$ cat src/verilog/ipc_regs.vh
// register offsets, field positions, reset values and pulse counts
// for the interrupt pin controller; included by the controller only
`ifndef IPC_REGS_VH
`define IPC_REGS_VH

// register offsets (8-bit register space)
`define IPC_ADDR_PAD_CTRL 8'h1d
`define IPC_ADDR_SUMMARY 8'h3f
`define IPC_ADDR_PIN_A_CFG 8'h40
`define IPC_ADDR_PIN_B_CFG 8'h41
`define IPC_ADDR_RAW 8'h43
`define IPC_ADDR_LATCHED 8'h44
`define IPC_ADDR_CLEAR 8'h45
`define IPC_ADDR_MASK_B 8'h46
`define IPC_ADDR_MASK_A 8'h47
`define IPC_ADDR_MASK_C 8'h48

// reset values
`define IPC_RST_PAD_CTRL 8'h78
`define IPC_RST_PIN_A_CFG 8'h00
`define IPC_RST_PIN_B_CFG 8'h20
`define IPC_RST_MASK 5'h00

// event source bit positions (raw, latched, clear, masks)
`define IPC_SRC_LOCK 4
`define IPC_SRC_UNLOCK 3
`define IPC_SRC_MUTE 2
`define IPC_SRC_STIM 1
`define IPC_SRC_SD 0
`define IPC_NUM_SRC 5

// pad control fields
`define IPC_PAD_PDN_A 7
`define IPC_PAD_PDN_B 6
`define IPC_PAD_PDN_C 5

// summary register fields
`define IPC_SUM_RECEIVER 5
`define IPC_SUM_CEC 4
`define IPC_SUM_PIN_C 2
`define IPC_SUM_PIN_B 1
`define IPC_SUM_PIN_A 0

// pin configuration fields (length, raw out and style shared by both pins)
`define IPC_CFG_LEN_HI 7
`define IPC_CFG_LEN_LO 6
`define IPC_CFG_KEEP 5
`define IPC_CFG_EDGE 5
`define IPC_CFG_RAW_OUT 4
`define IPC_CFG_PIN_B_EN 3
`define IPC_CFG_STIM 2
`define IPC_CFG_STYLE_HI 1
`define IPC_CFG_STYLE_LO 0

// pulse length codes and lengths in crystal periods
`define IPC_LEN_SHORT 2'h0
`define IPC_LEN_MID 2'h1
`define IPC_LEN_LONG 2'h2
`define IPC_LEN_HOLD 2'h3
`define IPC_PERIODS_SHORT 7'h04
`define IPC_PERIODS_MID 7'h10
`define IPC_PERIODS_LONG 7'h40

// drive style codes
`define IPC_STYLE_OPEN_DRAIN 2'h0
`define IPC_STYLE_ACTIVE_LOW 2'h1
`define IPC_STYLE_ACTIVE_HIGH 2'h2
`define IPC_STYLE_OFF 2'h3

`endif
$ cat src/verilog/ipc_interrupt_pin_controller.v
// interrupt aggregation and pin signalling: raw event bits, sticky
// status, per-pin masks for three pins, pulse timing and drive style for pins a and b.
// assumes clk_i is the crystal clock and that all event inputs and the
// register port come from logic on that same clock.
//
// Notes on behaviour
// - pins a, b pulse 4/16/64 periods or hold
// - style: open drain, low, high, disabled
// - pin state bit set until masked flags cleared
// - keep control latches mute flag without mask
// - raw-out control drives pin from raw signal
// - manual stimulus makes event, reaches pin if masked
// - pin b inactive unless its enable is set
// - edge mode: lock on rising, unlock on falling, or both on both edges
// - lock raw on lock, only in free run
// - unlock raw while unlocked, only in free run
// - mute raw follows receiver mute request
// - stimulus raw shows stimulus control directly
// - sd core raw follows sd processor interrupt
// - mute flag sticky until its clear written
// - lock, unlock flags set on interrupting transition
// - flag valid only when some pin masks it, or mute flag with keep set
// - summary bits report cec and receiver interrupts
// - pad power-down disables its pin pad
// - write one clears flag, zero no effect
// - per-pin mask bits enable each source
`timescale 1ns/100ps
`include "ipc_regs.vh"

module ipc_interrupt_pin_controller (
  input wire clk_i,
  input wire sys_rst_i,
  input wire [7:0] reg_addr_i,
  input wire [7:0] reg_wdata_i,
  input wire reg_wr_i,
  input wire reg_rd_i,
  output reg [7:0] reg_rdata_o,
  input wire cp_locked_i,
  input wire cp_free_run_en_i,
  input wire mute_request_i,
  input wire sd_core_irq_i,
  input wire cec_irq_i,
  input wire receiver_irq_i,
  output reg irq_pin_a_o,
  output reg irq_pin_a_oe_n_o,
  output reg irq_pin_b_o,
  output reg irq_pin_b_oe_n_o,
  output reg irq_pin_c_o,
  output reg irq_pin_c_oe_n_o
);

  localparam NS = `IPC_NUM_SRC;

  ////////////////////////////////////////////////////////////////////////
  // functions

  function [6:0] pulse_periods;
    input [1:0] code;
    begin
      case (code)
        `IPC_LEN_SHORT: pulse_periods = `IPC_PERIODS_SHORT;
        `IPC_LEN_MID: pulse_periods = `IPC_PERIODS_MID;
        `IPC_LEN_LONG: pulse_periods = `IPC_PERIODS_LONG;
        default: pulse_periods = 7'h00;
      endcase
    end
  endfunction

  // returns {out, oe_n}; oe_n low while the pin is driven
  function [1:0] pin_drive;
    input [1:0] style;
    input active;
    input powered_down;
    begin
      if (powered_down) begin
        pin_drive = 2'h1;
      end else begin
        case (style)
          `IPC_STYLE_OPEN_DRAIN: pin_drive = {1'b0, ~active};
          `IPC_STYLE_ACTIVE_LOW: pin_drive = {~active, 1'b0};
          `IPC_STYLE_ACTIVE_HIGH: pin_drive = {active, 1'b0};
          default: pin_drive = 2'h1;
        endcase
      end
    end
  endfunction

  ////////////////////////////////////////////////////////////////////////
  // registers

  reg [7:0] pad_ctrl;
  reg [7:0] pin_a_cfg;
  reg [7:0] pin_b_cfg;
  reg [NS-1:0] mask_a;
  reg [NS-1:0] mask_b;
  reg [NS-1:0] mask_c;
  reg [NS-1:0] latched;
  reg [NS-1:0] raw_prev;
  reg cp_locked_prev;
  reg cec_summary_flag;
  reg receiver_summary_flag;

  wire [1:0] pin_a_pulse_len = pin_a_cfg[`IPC_CFG_LEN_HI:`IPC_CFG_LEN_LO];
  wire [1:0] pin_b_pulse_len = pin_b_cfg[`IPC_CFG_LEN_HI:`IPC_CFG_LEN_LO];
  wire [1:0] pin_a_drive_style = pin_a_cfg[`IPC_CFG_STYLE_HI:`IPC_CFG_STYLE_LO];
  wire [1:0] pin_b_drive_style = pin_b_cfg[`IPC_CFG_STYLE_HI:`IPC_CFG_STYLE_LO];
  wire keep_masked_flags = pin_a_cfg[`IPC_CFG_KEEP];
  wire pin_a_raw_out = pin_a_cfg[`IPC_CFG_RAW_OUT];
  wire manual_stimulus = pin_a_cfg[`IPC_CFG_STIM];
  wire lock_edge_mode = pin_b_cfg[`IPC_CFG_EDGE];
  wire pin_b_raw_out = pin_b_cfg[`IPC_CFG_RAW_OUT];
  wire pin_b_enable = pin_b_cfg[`IPC_CFG_PIN_B_EN];

  ////////////////////////////////////////////////////////////////////////
  // raw bits and events

  wire cp_rise = cp_free_run_en_i & cp_locked_i & ~cp_locked_prev;
  wire cp_fall = cp_free_run_en_i & ~cp_locked_i & cp_locked_prev;
  wire cp_change = cp_rise | cp_fall;

  wire [NS-1:0] raw_bits;
  assign raw_bits[`IPC_SRC_LOCK] = cp_free_run_en_i & cp_locked_i;
  assign raw_bits[`IPC_SRC_UNLOCK] = cp_free_run_en_i & ~cp_locked_i;
  assign raw_bits[`IPC_SRC_MUTE] = mute_request_i;
  assign raw_bits[`IPC_SRC_STIM] = manual_stimulus;
  assign raw_bits[`IPC_SRC_SD] = sd_core_irq_i;

  wire [NS-1:0] events;
  assign events[`IPC_SRC_LOCK] = lock_edge_mode ? cp_change : cp_rise;
  assign events[`IPC_SRC_UNLOCK] = lock_edge_mode ? cp_change : cp_fall;
  assign events[`IPC_SRC_STIM] = raw_bits[`IPC_SRC_STIM] & ~raw_prev[`IPC_SRC_STIM];
  assign events[`IPC_SRC_MUTE] = raw_bits[`IPC_SRC_MUTE] & ~raw_prev[`IPC_SRC_MUTE];
  assign events[`IPC_SRC_SD] = raw_bits[`IPC_SRC_SD] & ~raw_prev[`IPC_SRC_SD];

  ////////////////////////////////////////////////////////////////////////
  // sticky status

  wire [NS-1:0] any_mask = mask_a | mask_b | mask_c;
  wire [NS-1:0] unmasked_ok = {2'h0, keep_masked_flags, 2'h0};
  wire [NS-1:0] set_bits = events & (any_mask | unmasked_ok);
  wire clr_wr = reg_wr_i && (reg_addr_i == `IPC_ADDR_CLEAR);
  // write strobe only; nothing is stored, so the clear returns to zero
  wire [NS-1:0] clr_bits = clr_wr ? reg_wdata_i[NS-1:0] : {NS{1'b0}};
  // set wins over a clear in the same cycle
  wire [NS-1:0] next_latched = (latched & ~clr_bits) | set_bits;

  wire [NS-1:0] masked_a = latched & mask_a;
  wire [NS-1:0] masked_b = latched & mask_b;
  wire [NS-1:0] masked_c = latched & mask_c;
  wire pin_a_state = |masked_a;
  wire pin_b_state = |masked_b;
  wire pin_c_state = |masked_c;

  ////////////////////////////////////////////////////////////////////////
  // pulse timing for pins a and b

  wire [2*NS-1:0] masked_ab = {masked_b, masked_a};
  wire [3:0] len_ab = {pin_b_pulse_len, pin_a_pulse_len};
  wire [1:0] state_ab = {pin_b_state, pin_a_state};
  wire [2*NS-1:0] raw_masked_ab = {raw_bits & mask_b, raw_bits & mask_a};
  wire [1:0] raw_out_ab = {pin_b_raw_out, pin_a_raw_out};
  reg [2*NS-1:0] masked_prev;
  wire [1:0] active_ab;

  genvar g;
  generate
    for (g = 0; g < 2; g = g + 1) begin : g_pulse
      reg [6:0] count;
      wire [NS-1:0] cur = masked_ab[g*NS +: NS];
      wire [NS-1:0] prev = masked_prev[g*NS +: NS];
      wire [1:0] code = len_ab[g*2 +: 2];
      wire start = |(cur & ~prev);
      wire [6:0] next_count = start ? pulse_periods(code) :
                              (count != 7'h00) ? count - 7'h01 : 7'h00;
      always @(posedge clk_i or posedge sys_rst_i) begin
        if (sys_rst_i) begin
          count <= 7'h00;
        end else begin
          count <= next_count;
        end
      end
      assign active_ab[g] = raw_out_ab[g] ? |raw_masked_ab[g*NS +: NS] :
                            (code == `IPC_LEN_HOLD) ? state_ab[g] :
                            (count != 7'h00);
    end
  endgenerate

  wire pin_b_active = active_ab[1] & pin_b_enable;
  wire [1:0] next_drive_a = pin_drive(pin_a_drive_style, active_ab[0],
                                      pad_ctrl[`IPC_PAD_PDN_A]);
  wire [1:0] next_drive_b = pin_drive(pin_b_drive_style, pin_b_active,
                                      pad_ctrl[`IPC_PAD_PDN_B]);
  wire [1:0] next_drive_c = pin_drive(`IPC_STYLE_OPEN_DRAIN, pin_c_state,
                                      pad_ctrl[`IPC_PAD_PDN_C]);

  ////////////////////////////////////////////////////////////////////////
  // read data

  reg [7:0] next_rdata;
  always @* begin
    next_rdata = 8'h00;
    case (reg_addr_i)
      `IPC_ADDR_PAD_CTRL: next_rdata = pad_ctrl;
      `IPC_ADDR_SUMMARY: begin
        next_rdata[`IPC_SUM_RECEIVER] = receiver_summary_flag;
        next_rdata[`IPC_SUM_CEC] = cec_summary_flag;
        next_rdata[`IPC_SUM_PIN_C] = pin_c_state;
        next_rdata[`IPC_SUM_PIN_B] = pin_b_state;
        next_rdata[`IPC_SUM_PIN_A] = pin_a_state;
      end
      `IPC_ADDR_PIN_A_CFG: next_rdata = pin_a_cfg;
      `IPC_ADDR_PIN_B_CFG: next_rdata = pin_b_cfg;
      `IPC_ADDR_RAW: next_rdata[NS-1:0] = raw_bits;
      `IPC_ADDR_LATCHED: next_rdata[NS-1:0] = latched;
      `IPC_ADDR_MASK_B: next_rdata[NS-1:0] = mask_b;
      `IPC_ADDR_MASK_A: next_rdata[NS-1:0] = mask_a;
      `IPC_ADDR_MASK_C: next_rdata[NS-1:0] = mask_c;
      default: next_rdata = 8'h00;
    endcase
  end

  ////////////////////////////////////////////////////////////////////////
  // state and outputs

  always @(posedge clk_i or posedge sys_rst_i) begin
    if (sys_rst_i) begin
      pad_ctrl <= `IPC_RST_PAD_CTRL;
      pin_a_cfg <= `IPC_RST_PIN_A_CFG;
      pin_b_cfg <= `IPC_RST_PIN_B_CFG;
      mask_a <= `IPC_RST_MASK;
      mask_b <= `IPC_RST_MASK;
      mask_c <= `IPC_RST_MASK;
      latched <= {NS{1'b0}};
      raw_prev <= {NS{1'b0}};
      masked_prev <= {2*NS{1'b0}};
      cp_locked_prev <= 1'b0;
      cec_summary_flag <= 1'b0;
      receiver_summary_flag <= 1'b0;
      reg_rdata_o <= 8'h00;
      irq_pin_a_o <= 1'b0;
      irq_pin_a_oe_n_o <= 1'b1;
      irq_pin_b_o <= 1'b0;
      irq_pin_b_oe_n_o <= 1'b1;
      irq_pin_c_o <= 1'b0;
      irq_pin_c_oe_n_o <= 1'b1;
    end else begin
      if (reg_wr_i) begin
        case (reg_addr_i)
          `IPC_ADDR_PAD_CTRL: pad_ctrl <= reg_wdata_i;
          `IPC_ADDR_PIN_A_CFG: pin_a_cfg <= reg_wdata_i;
          `IPC_ADDR_PIN_B_CFG: pin_b_cfg <= reg_wdata_i;
          `IPC_ADDR_MASK_B: mask_b <= reg_wdata_i[NS-1:0];
          `IPC_ADDR_MASK_A: mask_a <= reg_wdata_i[NS-1:0];
          `IPC_ADDR_MASK_C: mask_c <= reg_wdata_i[NS-1:0];
          default: begin
          end
        endcase
      end
      latched <= next_latched;
      raw_prev <= raw_bits;
      masked_prev <= {masked_b, masked_a};
      cp_locked_prev <= cp_locked_i;
      cec_summary_flag <= cec_irq_i;
      receiver_summary_flag <= receiver_irq_i;
      if (reg_rd_i) begin
        reg_rdata_o <= next_rdata;
      end
      {irq_pin_a_o, irq_pin_a_oe_n_o} <= next_drive_a;
      {irq_pin_b_o, irq_pin_b_oe_n_o} <= next_drive_b;
      {irq_pin_c_o, irq_pin_c_oe_n_o} <= next_drive_c;
    end
  end

endmodule

$ cat config.mk
export PLATFORM = sky130hd
export DESIGN_NAME = ipc_interrupt_pin_controller
export DESIGN_NICKNAME = d
export VERILOG_FILES = /design/src/verilog/ipc_interrupt_pin_controller.v
export VERILOG_INCLUDE_DIRS = /design/src /design/src/verilog
export SDC_FILE = /design/constraint.sdc
export NUM_CORES = 1
export LEC_CHECK = 0
export BUFFER_PORTS_ARGS = -buffer_cell sky130_fd_sc_hd__buf_2
export CAP_MARGIN = 25
export CORE_MARGIN = 5
export CORE_UTILIZATION = 59
export DETAILED_ROUTE_END_ITERATION = 10
export HOLD_SLACK_MARGIN = 0.06
export PLACE_DENSITY = 0.79
export SLEW_MARGIN = 30
export SYNTH_ARGS = -nofsm -noshare
export SYNTH_HDL_FRONTEND = slang
export SYNTH_SLANG_ARGS = --single-unit
export TNS_END_PERCENT = 100
$ cat constraint.sdc
create_clock -name clk_i -period 3.65 [get_ports clk_i]
set_input_delay 0.9125 -clock clk_i [delete_from_list [all_inputs] [get_ports clk_i]]
set_output_delay 0.9125 -clock clk_i [all_outputs]
set_load 0.005 [all_outputs]
# Word level (Yosys, flattened, before mapping)
# Index checks and enable logic that the tools add are counted.
dict set report op_classes {
  n_bitwise 33
  muxes 23
  n_reduce_logical 20
  n_eq_ne 20
  add_sub_neg 2
}
# cell n
set op_table {}
lappend op_table {{$eq A8 B7 Y1 const B} 8}
lappend op_table {{$and A5 B5 Y5} 9}
lappend op_table {{$pmux W7 S3} 2}
lappend op_table {{$reduce_or A5 Y1} 7}
lappend op_table {{$mux W7} 4}
lappend op_table {{$pmux W3 S9} 1}
lappend op_table {{$pmux W2 S3} 3}
lappend op_table {{$not A5 Y5} 3}
lappend op_table {{$or A5 B5 Y5} 3}
lappend op_table {{$reduce_bool A7 Y1} 2}
lappend op_table {{$sub A7 B1 Y7 const B} 2}
lappend op_table {{$eq A2 B2 Y1 const B} 6}
lappend op_table {{$reduce_and A2 Y1} 6}
lappend op_table {{$pmux W1 S9} 1}
lappend op_table {{$and A1 B1 Y1} 8}
lappend op_table {{$eq A2 B1 Y1 const B} 4}
lappend op_table {{$eq A8 B5 Y1 const B} 1}
lappend op_table {{$eq A8 B6 Y1 const B} 1}
lappend op_table {{$logic_not A2 Y1} 4}
lappend op_table {{$not A1 Y1} 8}
lappend op_table {{$pmux W1 S8} 1}
lappend op_table {{$mux W1} 7}
lappend op_table {{$mux W5} 1}
lappend op_table {{$or A5 B3 Y5} 1}
lappend op_table {{4 further kinds} 5}
dict set report word_totals {
  out_inout_bits 14
  ff_bits 88
  inputBits 26
}

# Depth between registers and ports, before layout
dict set report depth {
  depth_word 9
  mapped_depth 7
  mapped_depth_nobuf 7
}

# Worst setup path before layout
# OpenSTA, ideal clock, no wires.
dict set report synth_timing {
  path_type {input -> register}
  start {in reg_addr_i[4]}
  end {reg pin_a_cfg[2]}
  required_time_ns 3.525
  path_stages 5
  n_path_buf 1
  setup_ns 0.125
  slack_ns 1.210
  t_arrival_ns 2.315
  path_cell_list {or4b_4 > nor4_4 > and3b_1 > buf_6 > mux2_4}
}
dict set report synth_between {
  elab_chain_len 2
}
# element line
set synth_rtl {}
lappend synth_rtl {{start: declaration} ipc_interrupt_pin_controller.v:33} ;# input wire [7:0] reg_addr_i,
lappend synth_rtl {{$eq A8 B7 Y1} ipc_interrupt_pin_controller.v:248} ;# case (reg_addr_i)
lappend synth_rtl {{$reduce_and A2 Y1 (no line)} n/a}
lappend synth_rtl {{end signal: assignment} ipc_interrupt_pin_controller.v:228} ;# pin_a_cfg <= `IPC_RST_PIN_A_CFG;
lappend synth_rtl {{end signal: assignment} ipc_interrupt_pin_controller.v:250} ;# `IPC_ADDR_PIN_A_CFG: pin_a_cfg <= reg_wdata_i;
lappend synth_rtl {{end: declaration} ipc_interrupt_pin_controller.v:92} ;# reg [7:0] pin_a_cfg;
# No other way between the ends.
# A chain may end at the register's enable or synchronous reset.

# Worst setup path after layout
dict set report layout_timing {
  start {in reg_addr_i[4]}
  end {reg pin_a_cfg[7]}
}
# Same word-level chain as after synthesis.

==> impl_metrics.yaml <==
die:
  die_x_microns: 96.38
  fp-row-count: 31
  start_util_pct: 60.69
  fp.dieH_microns: 96.38
  io_pins: 40
  core_sq_um: 7253
  dieArea_sq_um: 9288
power:
  p_switching_mw: 0.7460
  powerDensity_nw_per_um2: 488.7
  p_leak_nw: 2.266
  swShare_pct: 31.52
  seqPwrFrac_pct: 52.7
  peakVddDrop_v: 0.0002659
  p_int_mw: 1.621
  comb_power_share_pct: 21.5
  p_clk_share_pct: 25.8
detailed_routing:
  drc: 0
  wire_per_inst_microns: 20.02
  vias: 3377
  dr.pass1.iters: 6
  drt-total-wl_microns: 10810
  postRouteAntennaNets: 0
  routed_via_density: 6.254
  drt_first_iter_violations: 260
sta:
  layout_worst_path_cycle_share_pct: 68.93
  final_hold_viol_count: 0
  rsz0062_at_grt: "false"
  max_freq_mhz: 397.4
  setup_viol: 0
  finClkSkew_ps: 10.26
  worst_slew_pin_slew_ps: 917.0
  slew_violations: 0
  fin_tns_setup_ps: 0
  slew_headroom_pct: 38.50
  finalCriticalPeriod_ps: 2516
placement:
  dp_hpwl_microns: 7964
  portBuffers: 38
  place.gp.congestion: 0.9044
yosys:
  synth_edf_count: 0
  syn_inst: 394
  avgSynthCellArea_sq_um: 11.17
  ys_seq_area_share_pct: 49.69
  synthDistinctLibCells: 66
  synth_ff_type: "dfrtp_1"
  async_reset_ff_share_pct: 100.0
  synth_nets: 428
  yosysTopAreaCellShare_pct: 44.91
  ys.warnings.count: 0
  synthTopCellsByArea: "dfrtp_1 (45%), mux2_2 (10%), dfstp_2 (4.8%), nand2_1 (3.6%), ha_1 (2.3%)"
  synth_area_sq_um: 4402
  yosys.area.top_type: "dfrtp_1"
  ys_seq_elements: 87
clock_network:
  cts-root-buf: "clkbuf_8"
  cts_buffers: 9
  clock_path_buffers: 2
  h-tree-depth: 3
  post_cts_resized: 0
  cts.clk_slew.worst_paths_ps: 80
  cts_tree: "built"
  clock_sinks: 87
  clk_latency_ps: 360
  cts_hold_buf: 0
  cts_setup_buffers: 0
global_routing:
  grt_pass1_vias: 3278
  grt_busiest_layer: "met2"
  use_met1_pct: 34.86
  antenna_found_initial: 0
  grtUsageMet2_pct: 38.18
  grt.total_usage_pct: 24.97
  grt_max_degree: 47
  met3_usage_pct: 6.042
  grt_pass1_wl_microns: 17150
  grt_overflow: 0
setup_path:
  critPathRequiredTime_ps: 3890
  critPathBufInv: 1
  critPathTopFamily: "simple AND/OR/NAND/NOR gates"
  crit_path_cell_trace: "buf_2 > or4b_4 > nor4_4 > and3b_1 > mux2_4"
  worstSetupEndpointType: "flip-flop"
  crit_path_top_delay_cell: "or4b_4"
  critPathArrivalTime_ps: 2760
  critPathKind: "in -> reg"
  slowest_delay_ps: 570
  cp-start-kind: "primary input"
  worst-path-max-fanout: 10
job:
  cap_violations: 0
finish:
  drive_gt1_share_pct: 26.98
  diodes: 0
  ff_latch_area_sq_um: 2187
  fill_cells: 577
  multi_input_area_sq_um: 2064
  post-route-util_pct: 66.76
  area_growth_pct: 10.01
  nets: 470
worst_hold_path:
  hold_class: "reg -> reg"
outcome:
  status: "finished, final reports clean"
-- power by group through the flow --
| stage | clock [mW] | sequential [mW] | combinational (mW) |
|---|---|---|---|
| 2_1_floorplan | 0 | 1.22 | 0.381 |
| 3_3_place_gp | 0 | 1.26 | 0.477 |
| 3_5_place_dp | 0 | 1.26 | 0.509 |
| 4_1_cts | 0.614 | 1.24 | 0.513 |
| 5_1_grt | 0.659 | 1.26 | 0.582 |
| 6_report | 0.610 | 1.25 | 0.509 |
-- cell usage in the layout, fill, tap and decap left out, drive strengths merged, types with 2 or more instances in the layout --
cell	count
nor3b	4
clkinv	4
a221oi	3
a21oi	9
nand3b	4
a2bb2oi	2
nor4	2
nand3	10
buf	40
o22ai	5
nor2b	8
a22o	4
a32oi	3
clkbuf	13
nand2	44
or4b	2
xnor2	6
mux2i	5
nor3	12
inv	17
nand4	3
a211oi	2
a21o	2
dfrtp	79
dfstp	8
mux2	45
o21ai	10
a22oi	13
a31oi	3
o221ai	2
o31ai	4
ha	8
and2	5
xor2	3
nand2b	6
nor2	23
a222oi	4
o2bb2ai	3
nor4b	3
-- layer usage --
| layer | share of wire [%] | vias up |
|---|---|---|
| met1 | 42 | 1649 |
| met2 | 47 | 162 |
| met3 | 8.4 | 32 |
| li1 | - | 1534 |
| met4 | 1.9 | 0 |
| met5 | 0 | - |
-- through the flow --
step | power [mW] | hold WS, ps | cells | cell area, sq um | setup slack, ps
global placement | 1.735 | 438.1 | 524 | 4666 | 845.2
CTS | 2.369 | 450.9 | 540 | 4842 | 1144
detailed placement | 1.768 | 439.2 | 524 | 4666 | 791.5
floorplan | 1.599 | 419.3 | 394 | 4402 | 500.5
finish | 2.367 | 450.5 | 540 | 4842 | 1134
global route | 2.503 | 482.8 | 540 | 4842 | 1070
-- flip-flops by register name, indices dropped and copies added, names as in the netlist, 8 cells and up --
name,cells
pin_a_cfg,8
pin_b_cfg,8
g_pulse.count,14
masked_prev,10
pad_ctrl,8
reg_rdata_o,8
-- path summary, 6_finish.rpt --
check | startpoint | to | slack, ps | depth (start not counted)
max | reg_addr_i[4] | pin_a_cfg[7] | 1130 | 5
max reg2reg | g_pulse[0].count[0] | irq_pin_a_o | 1600 | 7
min | g_pulse[0].count[0] | g_pulse[0].count[0] | 450 | 1
min reg2reg | g_pulse[0].count[0] | g_pulse[0].count[0] | 450 | 1
min in group asynchronous | sys_rst_i | masked_prev[9] | 670 | 2
max in group asynchronous | sys_rst_i | pad_ctrl[6] | 2240 | 3
-- area by class of cell --
| class | instances | area share, % |
|---|---|---|
| Clock inverter | 3 | 0.3618 |
| Timing Repair Buffer | 40 | 4.496 |
| Clock buffer | 13 | 3.282 |
| Inverter | 19 | 1.499 |
| Multi-Input combinational cell | 279 | 42.64 |
| Tap cell | 99 | 2.558 |
| Sequential cell | 87 | 45.17 |
-- worst register-to-register path, stage by stage, from the launching register on --
cell and delay [ps]:
dfrtp_1 390, inv_1 80, ha_1 150, nor4b_1 430, a31oi_1 160, a22oi_1 400
mux2i_1 140, nor3_1 210
-- cell families after synthesis --
kind of cell	count (synthesis)	share of synthesized area, %
multiplexers	50	13.16
adder cells (fa/ha/maj)	8	2.274
buffers and inverters	28	3.411
AO/OA/AOI/OAI	78	12.99
flip-flops	87	49.69
other	1	0.08519
AND/OR/NAND/NOR	133	16.60
XOR/XNOR	9	1.791
-- synth_stat cells, drive strengths merged (2+ instances only) --
master   number
a211oi        2
a21o          2
a21oi         9
a221oi        3
a222oi        4
a22o          4
a22oi        13
a2bb2oi       2
a31oi         3
a32oi         3
and2          5
buf           3
clkbuf        6
dfrtp        79
dfstp         8
ha            8
inv          18
mux2         45
mux2i         5
nand2        44
nand2b        6
nand3        10
nand3b        4
nand4         3
nor2         23
nor2b         8
nor3         12
nor3b         4
nor4          2
nor4b         3
o21ai        10
o221ai        2
o22ai         5
o2bb2ai       3
o31ai         4
or4b          2
xnor2         6
xor2          3
(Power assumes the default switching activity.)
